### src/dsicfg_defs.svh
// Purpose: Constants for the per-channel configuration and check registers.
// Assumes: Registers are reached through a decoded SPI register port.
// Notes: Group codes select a 24-bit register made of the 2nd, 3rd and 4th SPI bytes.
// Functional notes
// - Two-bit chip duration select: 00 3.0us, 01 3.5us, 10 4.0us, 11 4.5us; resets 00.
// - Four-bit expected source id per slave; lower address in bits 15 to 12.
// - Each stored source id is the CRC seed for that slave's responses.
// - Writing 0xFF to a channel clear byte resets every register of that channel.
// - Inverted check pattern register reads 0xAA in all three bytes.
// - Check pattern register reads 0x55 in all three bytes.
// - Eight-bit read-only byte reports the silicon revision.
// - Periodic collection mode is left only by the channel clear write or by reset.
`ifndef DSICFG_DEFS_SVH
`define DSICFG_DEFS_SVH

`define DSICFG_GRP_PERIODIC_COLLECTION_MODE_CTRL   3'h0
`define DSICFG_GRP_PERIODIC_COLLECTION_MODE_CFG    3'h1
`define DSICFG_GRP_CLEAR       3'h2
`define DSICFG_GRP_INV_PATTERN 3'h3
`define DSICFG_GRP_PATTERN     3'h4
`define DSICFG_GRP_REVISION    3'h5

`define DSICFG_BYTE2_MSB       23
`define DSICFG_BYTE2_LSB       16
`define DSICFG_BYTE3_MSB       15
`define DSICFG_BYTE3_LSB       8
`define DSICFG_BYTE4_MSB       7
`define DSICFG_BYTE4_LSB       0

`define DSICFG_PCE_BIT         18
`define DSICFG_CHIP_MSB        17
`define DSICFG_CHIP_LSB        16

`define DSICFG_CHIP_RESET      2'h0
`define DSICFG_SID_RESET       4'h0
`define DSICFG_CLEAR_RESET     8'h00
`define DSICFG_CLEAR_CODE      8'hff
`define DSICFG_INV_PATTERN     8'haa
`define DSICFG_PATTERN         8'h55
`define DSICFG_REVISION        8'h3c

`endif

### src/dsicfg_pkg.sv
// Purpose: Types shared by the configuration register block.
// Assumes: Two channels, four slaves per channel.
// Notes: Channel state is held as one packed record per channel.
package dsicfg_pkg;

  typedef logic [1:0] dsicfg_chip_type;
  typedef logic [3:0] dsicfg_sid_type;

  typedef struct packed {
    logic                   pce;
    dsicfg_chip_type        chip;
    dsicfg_sid_type [3:0]   sid;
    logic [7:0]             clr;
  } dsicfg_chan_type;

  typedef struct packed {
    dsicfg_chan_type [1:0]  chan;
    logic [23:0]            rdata;
    logic                   rvalid;
  } dsicfg_state_type;

endpackage

### src/dsicfg_regs.sv
// Purpose: Per-channel configuration registers, check patterns and revision byte.
// Assumes: The SPI engine presents one-cycle read and write strobes on mclk_i.
// Notes: Read data appears one cycle after the read strobe and stands until the next read.
`timescale 1ns/1ps
`include "dsicfg_defs.svh"

module dsicfg_regs #(
  parameter logic [7:0] REVISION = `DSICFG_REVISION  // Arbitrary value.
) (
  input  wire logic                      mclk_i,
  input  wire logic                      resetn_i,
  input  wire logic                      reg_wr_i,
  input  wire logic                      reg_rd_i,
  input  wire logic                      reg_chan_i,
  input  wire logic [2:0]                reg_grp_i,
  input  wire logic [23:0]               reg_wdata_i,
  output logic      [23:0]               reg_rdata_o,
  output logic                           reg_rvalid_o,
  output dsicfg_pkg::dsicfg_chip_type    chip_duration_select_o [2],
  output dsicfg_pkg::dsicfg_sid_type     expected_source_id_o   [2][4],
  output logic      [1:0]                periodic_collection_enable_o
);
  import dsicfg_pkg::*;

  logic             rst_meta_q;
  logic             rst_sync_q;
  dsicfg_state_type state_q;
  dsicfg_state_type state_d;
  dsicfg_chan_type  chan_reset;

  // Reset is released through two flops so that all state leaves reset on one edge.
  always_ff @(posedge mclk_i or negedge resetn_i) begin
    if (!resetn_i) begin
      rst_meta_q <= 1'b0;
      rst_sync_q <= 1'b0;
    end else begin
      rst_meta_q <= 1'b1;
      rst_sync_q <= rst_meta_q;
    end
  end

  always_comb begin
    chan_reset.pce  = 1'b0;
    chan_reset.chip = `DSICFG_CHIP_RESET;
    chan_reset.sid  = {4{`DSICFG_SID_RESET}};
    chan_reset.clr  = `DSICFG_CLEAR_RESET;
  end

  always_comb begin
    dsicfg_chan_type sel;
    sel     = state_q.chan[reg_chan_i];
    state_d = state_q;
    if (reg_wr_i) begin
      unique case (reg_grp_i)
        `DSICFG_GRP_PERIODIC_COLLECTION_MODE_CTRL: begin
          // Software can only set the enable; clearing it takes the channel clear.
          if (reg_wdata_i[`DSICFG_PCE_BIT]) begin
            state_d.chan[reg_chan_i].pce = 1'b1;
          end
        end
        `DSICFG_GRP_PERIODIC_COLLECTION_MODE_CFG: begin
          // Configuration is frozen while periodic collection runs.
          if (!sel.pce) begin
            state_d.chan[reg_chan_i].chip   = reg_wdata_i[`DSICFG_CHIP_MSB:`DSICFG_CHIP_LSB];
            state_d.chan[reg_chan_i].sid[0] = reg_wdata_i[15:12];
            state_d.chan[reg_chan_i].sid[1] = reg_wdata_i[11:8];
            state_d.chan[reg_chan_i].sid[2] = reg_wdata_i[7:4];
            state_d.chan[reg_chan_i].sid[3] = reg_wdata_i[3:0];
          end
        end
        `DSICFG_GRP_CLEAR: begin
          if (reg_wdata_i[`DSICFG_BYTE2_MSB:`DSICFG_BYTE2_LSB] == `DSICFG_CLEAR_CODE) begin
            state_d.chan[reg_chan_i] = chan_reset;
          end else begin
            state_d.chan[reg_chan_i].clr = reg_wdata_i[`DSICFG_BYTE2_MSB:`DSICFG_BYTE2_LSB];
          end
        end
        default: begin
          // Pattern, revision and unmapped groups take no write.
          state_d = state_q;
        end
      endcase
    end
    state_d.rvalid = reg_rd_i;
    if (reg_rd_i) begin
      unique case (reg_grp_i)
        `DSICFG_GRP_PERIODIC_COLLECTION_MODE_CTRL: begin
          state_d.rdata = {5'h00, sel.pce, 18'h00000};
        end
        `DSICFG_GRP_PERIODIC_COLLECTION_MODE_CFG: begin
          state_d.rdata = {6'h00, sel.chip, sel.sid[0], sel.sid[1], sel.sid[2], sel.sid[3]};
        end
        `DSICFG_GRP_CLEAR: begin
          state_d.rdata = {sel.clr, 16'h0000};
        end
        `DSICFG_GRP_INV_PATTERN: begin
          state_d.rdata = {3{`DSICFG_INV_PATTERN}};
        end
        `DSICFG_GRP_PATTERN: begin
          state_d.rdata = {3{`DSICFG_PATTERN}};
        end
        `DSICFG_GRP_REVISION: begin
          state_d.rdata = {REVISION, 16'h0000};
        end
        default: begin
          state_d.rdata = 24'h000000;
        end
      endcase
    end
  end

  always_ff @(posedge mclk_i or negedge rst_sync_q) begin
    if (!rst_sync_q) begin
      state_q.chan[0] <= '{pce: 1'b0, chip: `DSICFG_CHIP_RESET, sid: {4{`DSICFG_SID_RESET}}, clr: `DSICFG_CLEAR_RESET};
      state_q.chan[1] <= '{pce: 1'b0, chip: `DSICFG_CHIP_RESET, sid: {4{`DSICFG_SID_RESET}}, clr: `DSICFG_CLEAR_RESET};
      state_q.rdata   <= 24'h000000;
      state_q.rvalid  <= 1'b0;
    end else begin
      state_q <= state_d;
    end
  end

  assign reg_rdata_o  = state_q.rdata;
  assign reg_rvalid_o = state_q.rvalid;

  genvar c;
  generate
    for (c = 0; c < 2; c++) begin : g_chan
      assign chip_duration_select_o[c]       = state_q.chan[c].chip;
      assign periodic_collection_enable_o[c] = state_q.chan[c].pce;
      assign expected_source_id_o[c][0]      = state_q.chan[c].sid[0];
      assign expected_source_id_o[c][1]      = state_q.chan[c].sid[1];
      assign expected_source_id_o[c][2]      = state_q.chan[c].sid[2];
      assign expected_source_id_o[c][3]      = state_q.chan[c].sid[3];
    end
  endgenerate

endmodule

### config.mk
export PLATFORM = sky130hd
export DESIGN_NAME = dsicfg_regs
export DESIGN_NICKNAME = d
export VERILOG_FILES = /design/src/dsicfg_pkg.sv /design/src/dsicfg_regs.sv
export VERILOG_INCLUDE_DIRS = /design/src
export SDC_FILE = /design/constraint.sdc
export NUM_CORES = 1
export LEC_CHECK = 0
export BUFFER_PORTS_ARGS = -buffer_cell sky130_fd_sc_hd__buf_2
export CORE_MARGIN = 1.5
export CORE_UTILIZATION = 54
export DETAILED_ROUTE_END_ITERATION = 8
export PLACE_DENSITY = 0.92
export SLEW_MARGIN = 40
export SYNTH_ARGS = -nofsm -noshare
export SYNTH_HDL_FRONTEND = slang
export SYNTH_SLANG_ARGS = --single-unit
### constraint.sdc
create_clock -name mclk_i -period 3.4 [get_ports mclk_i]
set_input_delay 0.51 -clock mclk_i [delete_from_list [all_inputs] [get_ports mclk_i]]
set_output_delay 0.51 -clock mclk_i [all_outputs]
set_load 0.1 [all_outputs]
==> results of run 1 <==
[power by group]
part	internal (W)	switching [W]	total (W)
clock	0.000340	0.000356	0.000696
sequential	0.00112	0.000133	0.00125
combinational	0.000249	0.00105	0.00130
[placed cells by master, fill, tap and decap left out, types with 2 or more instances in the layout]
master,instances
mux2i_1,2
a21oi_1,13
clkbuf_1,2
mux2_2,24
nand3_1,4
buf_4,4
a22o_1,33
clkinv_2,2
a221oi_1,2
o21ba_1,2
o2bb2ai_1,3
a31oi_1,5
nand2_1,29
o211ai_1,10
o22ai_1,8
inv_1,18
o21ai_0,31
nor2b_1,6
clkbuf_8,9
dfrtp_1,80
buf_2,94
nand4_1,2
nor2_1,12
clkinv_4,2
nand2b_1,2
[cell families after synthesis]
family          Yosys count  synth area share, %
mux                      26                 7.08
compound gates          110                 18.4
simple gates             63                 8.55
other cells               1               0.0915
flops                    81                 49.5
buf+inv                 105                 16.5
[routing by layer]
| metal | vias up | wire [um] |
|---|---|---|
| li1 | 1350 | - |
| met1 | 1493 | 3930 |
| met2 | 160 | 4300 |
| met3 | 14 | 640 |
| met4 | 0 | 165 |
| met5 | - | 0 |
[metrics by stage]
stage / hold slack [ns] / util (%) / cell area, um^2 / total power (W) / instances
after detailed placement: 0.297 / 56.8 / 4140 / 0.00256 / 498
final: 0.330 / 59.6 / 4340 / 0.00324 / 515
after global placement: 0.296 / 56.6 / 4120 / 0.00253 / 497
after floorplan: 0.214 / - / 4100 / 0.00250 / 386
after CTS: 0.358 / 59.6 / 4340 / 0.00325 / 515
after global routing: 0.368 / 59.6 / 4340 / 0.00337 / 515
[cell type report]
class                      instances  area share (%)
sequential                        81            46.8
multi-input combinational        200            32.2
timing repair buffer             100            12.2
clock buffer                      11            3.03
tap                               99            2.85
inverter                          19            1.64
clock inverter                     5            1.33
[path summary, 6_finish.rpt]
kind,depth (start not counted),slack (ns),to,startpoint
worst max-delay path,5,1.13,register,reg_grp_i[1]
min in group mclk_i,0,0.36,rst_sync_q,rst_meta_q
worst max register to register,3,1.45,register,periodic_collection_enable_o[0]
worst min register to register,0,0.33,asynchronous set/reset pin,rst_sync_q
worst min-delay path,0,0.33,asynchronous set/reset pin,rst_sync_q
max in group asynchronous,1,2.49,asynchronous set/reset pin,rst_sync_q
==> results.cfg, run 1 <==
[run_status]
status = completed

[route]
viasPerCell = 5.86
vias = 3017
wl_um = 9040
wire_per_inst_um = 17.5
drt_iter0_markers = 164
postRouteAntennaNets = 0
dr.pass1.iters = 4
drc_errors = 0

[die]
rows = 31
start_util_pct = 56.2
die_w_um = 90.1
dieArea_mm2 = 0.00812
ioPinCount = 95
fp.dieH_um = 90.1
core_region_area_mm2 = 0.00729

[global_route]
grt_util_met2_pct = 37.2
grt_pass1_vias = 2992
grt_remaining_overflow = 0
globalRouteMet1Util_pct = 32.0
grtUsageTotal_pct = 23.9
grt_max_degree = 43
grt_pass1_wl_um = 15100
grt_antenna_before_repair = 0
grt_use_met3_pct = 5.50
gr-max-usage-layer = met2

[setup_path]
cp_max_fo = 20
crit_chain = buf_2 > nor3b_4 > nand3_1 > o21ba_1 > a22o_1
crit_path_max_incr_delay_ns = 0.59
path_buf_inv = 1
critPathCaptureType = register
critPathKind = in -> reg
crit_family = compound AO/OA/AOI/OAI gates
required_ns = 3.65
slowest_stage = o21ba_1
arrival_ns = 2.52
critPathLaunchType = input port

[placement]
globalplace.congestion = 0.855
dp_slack_ns = 0.798
io_buffers = 94
detailed_place_hpwl_um = 6400

[synth]
yosysMostFrequentCell = dfrtp_1
yosys.area.top_type = dfrtp_1
ys.flop_type = dfrtp_1
ys_seq_area_share_pct = 49.5
syn_area_mm2 = 0.00410
synth_edf_count = 0
synth_top_area_share_pct = 49.5
yosysWarnings = 0
synth_common_cells = 81 x dfrtp_1, 63 x buf_4, 33 x a22o_1
yosys.cell_types.count = 37
synth-seq-cells = 81
synth.avg_cell_area_um2 = 10.6
syn_nets = 418
synth_cells = 386
async_reset_ff_share_pct = 100
ys_top_cells_by_area = dfrtp_1 49%, buf_4 12%, a22o_1 7.1%, mux2_2 6.6%, o21ai_0 3.8%

[cells_and_area]
multi_input_area_mm2 = 0.00140
seq_area_mm2 = 0.00203
drive_above_1_share_pct = 34.6
area_delta_synth_final_pct = 5.95
n_antenna_cell = 0
nFillCells = 640
nNetsFinal = 443

[timing]
slew_headroom_pct = 52.1
max_freq_ghz = 0.441
setup_ws_ns = 1.13
rsz0062_at_grt = no
period_needed_ns = 2.27
min_period_over_period_pct = 66.7
tightestPinTransition_ns = 0.719
hold_viol = 0
slew_viol_final = 0
finalSetupViolCount = 0
setup_tns_ns = 0
skew_ns = 0.00818

[cts]
clock_latency_ns = 0.36
htreeDepth = 3
cts.sinks = 81
cts_setup_buffers = 0
numCtsBuffers = 9
cts_tree = done
clockBufferDepth = 2
cts.clk_slew.worst_paths_ns = 0.08
clockRootBuffer = clkbuf_8
holdBufCountCts = 1
post_cts_resized = 0

[power]
ir_worst_vdd_uv = 291
powerDensity_mw_per_mm2 = 747
p_leak_nw = 2.17

[min_path]
holdCritPathClass = reg -> async

[job]
drv_cap = 0
No activity file was read; power rests on OpenSTA's default activity.
==> run 2: changes to the inputs <==
Settings changed: CORE_UTILIZATION 54 to 49, PLACE_DENSITY 0.92 to 0.89.
Clock period 3.4 ns to 2 ns, I/O delays scaled along.
==> run 2 against run 1 <==
Effect of this change:
- flip-flop and latch count is the same
- via count shrank 1.8%
- wire length grew 2.4%
- setup slack lost 0.77 ns
- critical path type is now reg -> reg
==> results.cfg, run 2 (synthesis results as in run 1) <==
[timing]
setup_tns_ns = 0
rsz0062_at_grt = no
tightestPinTransition_ns = 0.806
finalSetupViolCount = 0
period_needed_ns = 1.64
min_period_over_period_pct = 82.1
skew_ns = 0.0141
hold_viol = 0
max_freq_ghz = 0.609
slew_viol_final = 0
hold_slack_ns = 0.177
slew_headroom_pct = 46.3

[cells_and_area]
drive_above_1_share_pct = 36.2
design_area_mm2 = 0.00439
nNetsFinal = 450
area_delta_synth_final_pct = 7.14
final_common_cell = buf_2
n_antenna_cell = 0
final_cell_mix = 94 x buf_2, 80 x dfrtp_1, 33 x a22o_1

[run_status]
status = completed

[setup_path]
crit_cells = 3
crit_path_max_incr_delay_ns = 0.76
arrival_ns = 1.93
r2r_setup_slack_ns = 0.36
path_buf_inv = 0
crit_family = compound AO/OA/AOI/OAI gates
critPathKind = reg -> reg
critPathCaptureType = register
reg2reg_depth = 3
required_ns = 2.28
r2r-start = periodic_collection_enable_o[0]
crit_chain = nor3_4 > o21ba_1 > a22o_1
cp_max_fo = 18
critPathLaunchType = register
slowest_stage = o21ba_1

[global_route]
grt_antenna_before_repair = 0
grt_remaining_overflow = 0
grtUsageTotal_pct = 22.1
grt_pass1_wl_um = 15100
grt_pass1_vias = 2947
grt_max_degree = 37

[die]
core_region_area_mm2 = 0.00818
rows = 33
dieArea_mm2 = 0.00892
die_w_um = 94.5
start_util_pct = 50.1
ioPinCount = 95
fp.dieH_um = 94.5

[cts]
htreeDepth = 3
numCtsBuffers = 9
clockBufferDepth = 2
clock_latency_ns = 0.36
cts_tree = done
clockRootBuffer = clkbuf_8
cts.clk_slew.worst_paths_ns = 0.09
cts.sinks = 81

[min_path]
hp-start = reg_rd_i
hold_depth = 1
holdCritPathClass = in -> reg
min_to = reg_rvalid_o

[route]
dr.pass1.iters = 5
postRouteAntennaNets = 0
vias = 2962
drc_errors = 0
drt_iter0_markers = 188
wire_per_inst_um = 17.5
wl_um = 9250
viasPerCell = 5.61

[placement]
io_buffers = 94
detailed_place_hpwl_um = 6590
globalplace.congestion = 0.943
placed_area_mm2 = 0.00420

[job]
drv_cap = 0

[power]
powerDensity_mw_per_mm2 = 1240
p_leak_nw = 2.19
ir_worst_vdd_uv = 580
==> run 2: changes by cell type in the layout (fill, tap and decap cells not counted), sizes merged <==
cell,before,now
buf,99,106
clkinvlp,0,3
clkbuf,11,9
clkinv,4,2
inv,19,21
bufinv,1,0
==> run 2: how the worst max path moves through the flow <==
stage | start | to | slack [ns]
2_1_floorplan | reg_grp_i[1] | register | 0.32
3_3_place_gp | reg_wdata_i[23] | register | 0.14
3_5_place_dp | reg_wdata_i[22] | register | 0.09
4_1_cts | periodic_collection_enable_o[0] | periodic_collection_enable_o[0] | 0.35
5_1_grt | periodic_collection_enable_o[0] | register | 0.29
6_report | periodic_collection_enable_o[0] | register | 0.36
==> run 2: worst register-to-register path, delay by kind of cell, from the launching register on <==
family | cells | cell delay, ns
compound gates | 2 | 1.01
flops | 1 | 0.50
simple gates | 1 | 0.07
==> run 2: layout make-up <==
cell class              count  area, um^2
multi-input cells         200        1400
clock buffers               9         124
clock inverters             7        53.8
fillers                   760        3780
repair buffers            107         583
well taps                 105         131
flip-flops and latches     81        2030
inverters                  19        71.3
==> run 2: stage by stage <==
step / setup slack [ns] / std cells / total power (W) / utilization, %
after floorplan: 0.321 / 386 / 0.00425 / -
after global placement: 0.138 / 511 / 0.00432 / 51.4
after detailed placement: 0.0883 / 511 / 0.00437 / 51.4
after CTS: 0.354 / 528 / 0.00547 / 53.7
after global routing: 0.285 / 528 / 0.00565 / 53.7
final: 0.358 / 528 / 0.00543 / 53.7
==> run 2: layer usage <==
layer	vias up	GRT usage, %	share of wire (%)
li1	1354	-	-
met2	130	36.5	49
met1	1470	29.7	44
met3	8	3.70	6.8
met5	-	0	0
met4	0	7.34	1.0
==> run 2: repair_timing <==
action                    in CTS  in global routing
buffers inserted               0                  0
hold buffers                   1                  0
resized for setup              0                  0
hold endpoints to repair       2                  0
==> run 2: where the power goes <==
group	leakage [nW]	total, W	internal (W)	switching, W
combinational	1.06	0.00223	0.000431	0.00180
clock	0.0822	0.00110	0.000459	0.000637
sequential	1.04	0.00211	0.00190	0.000210
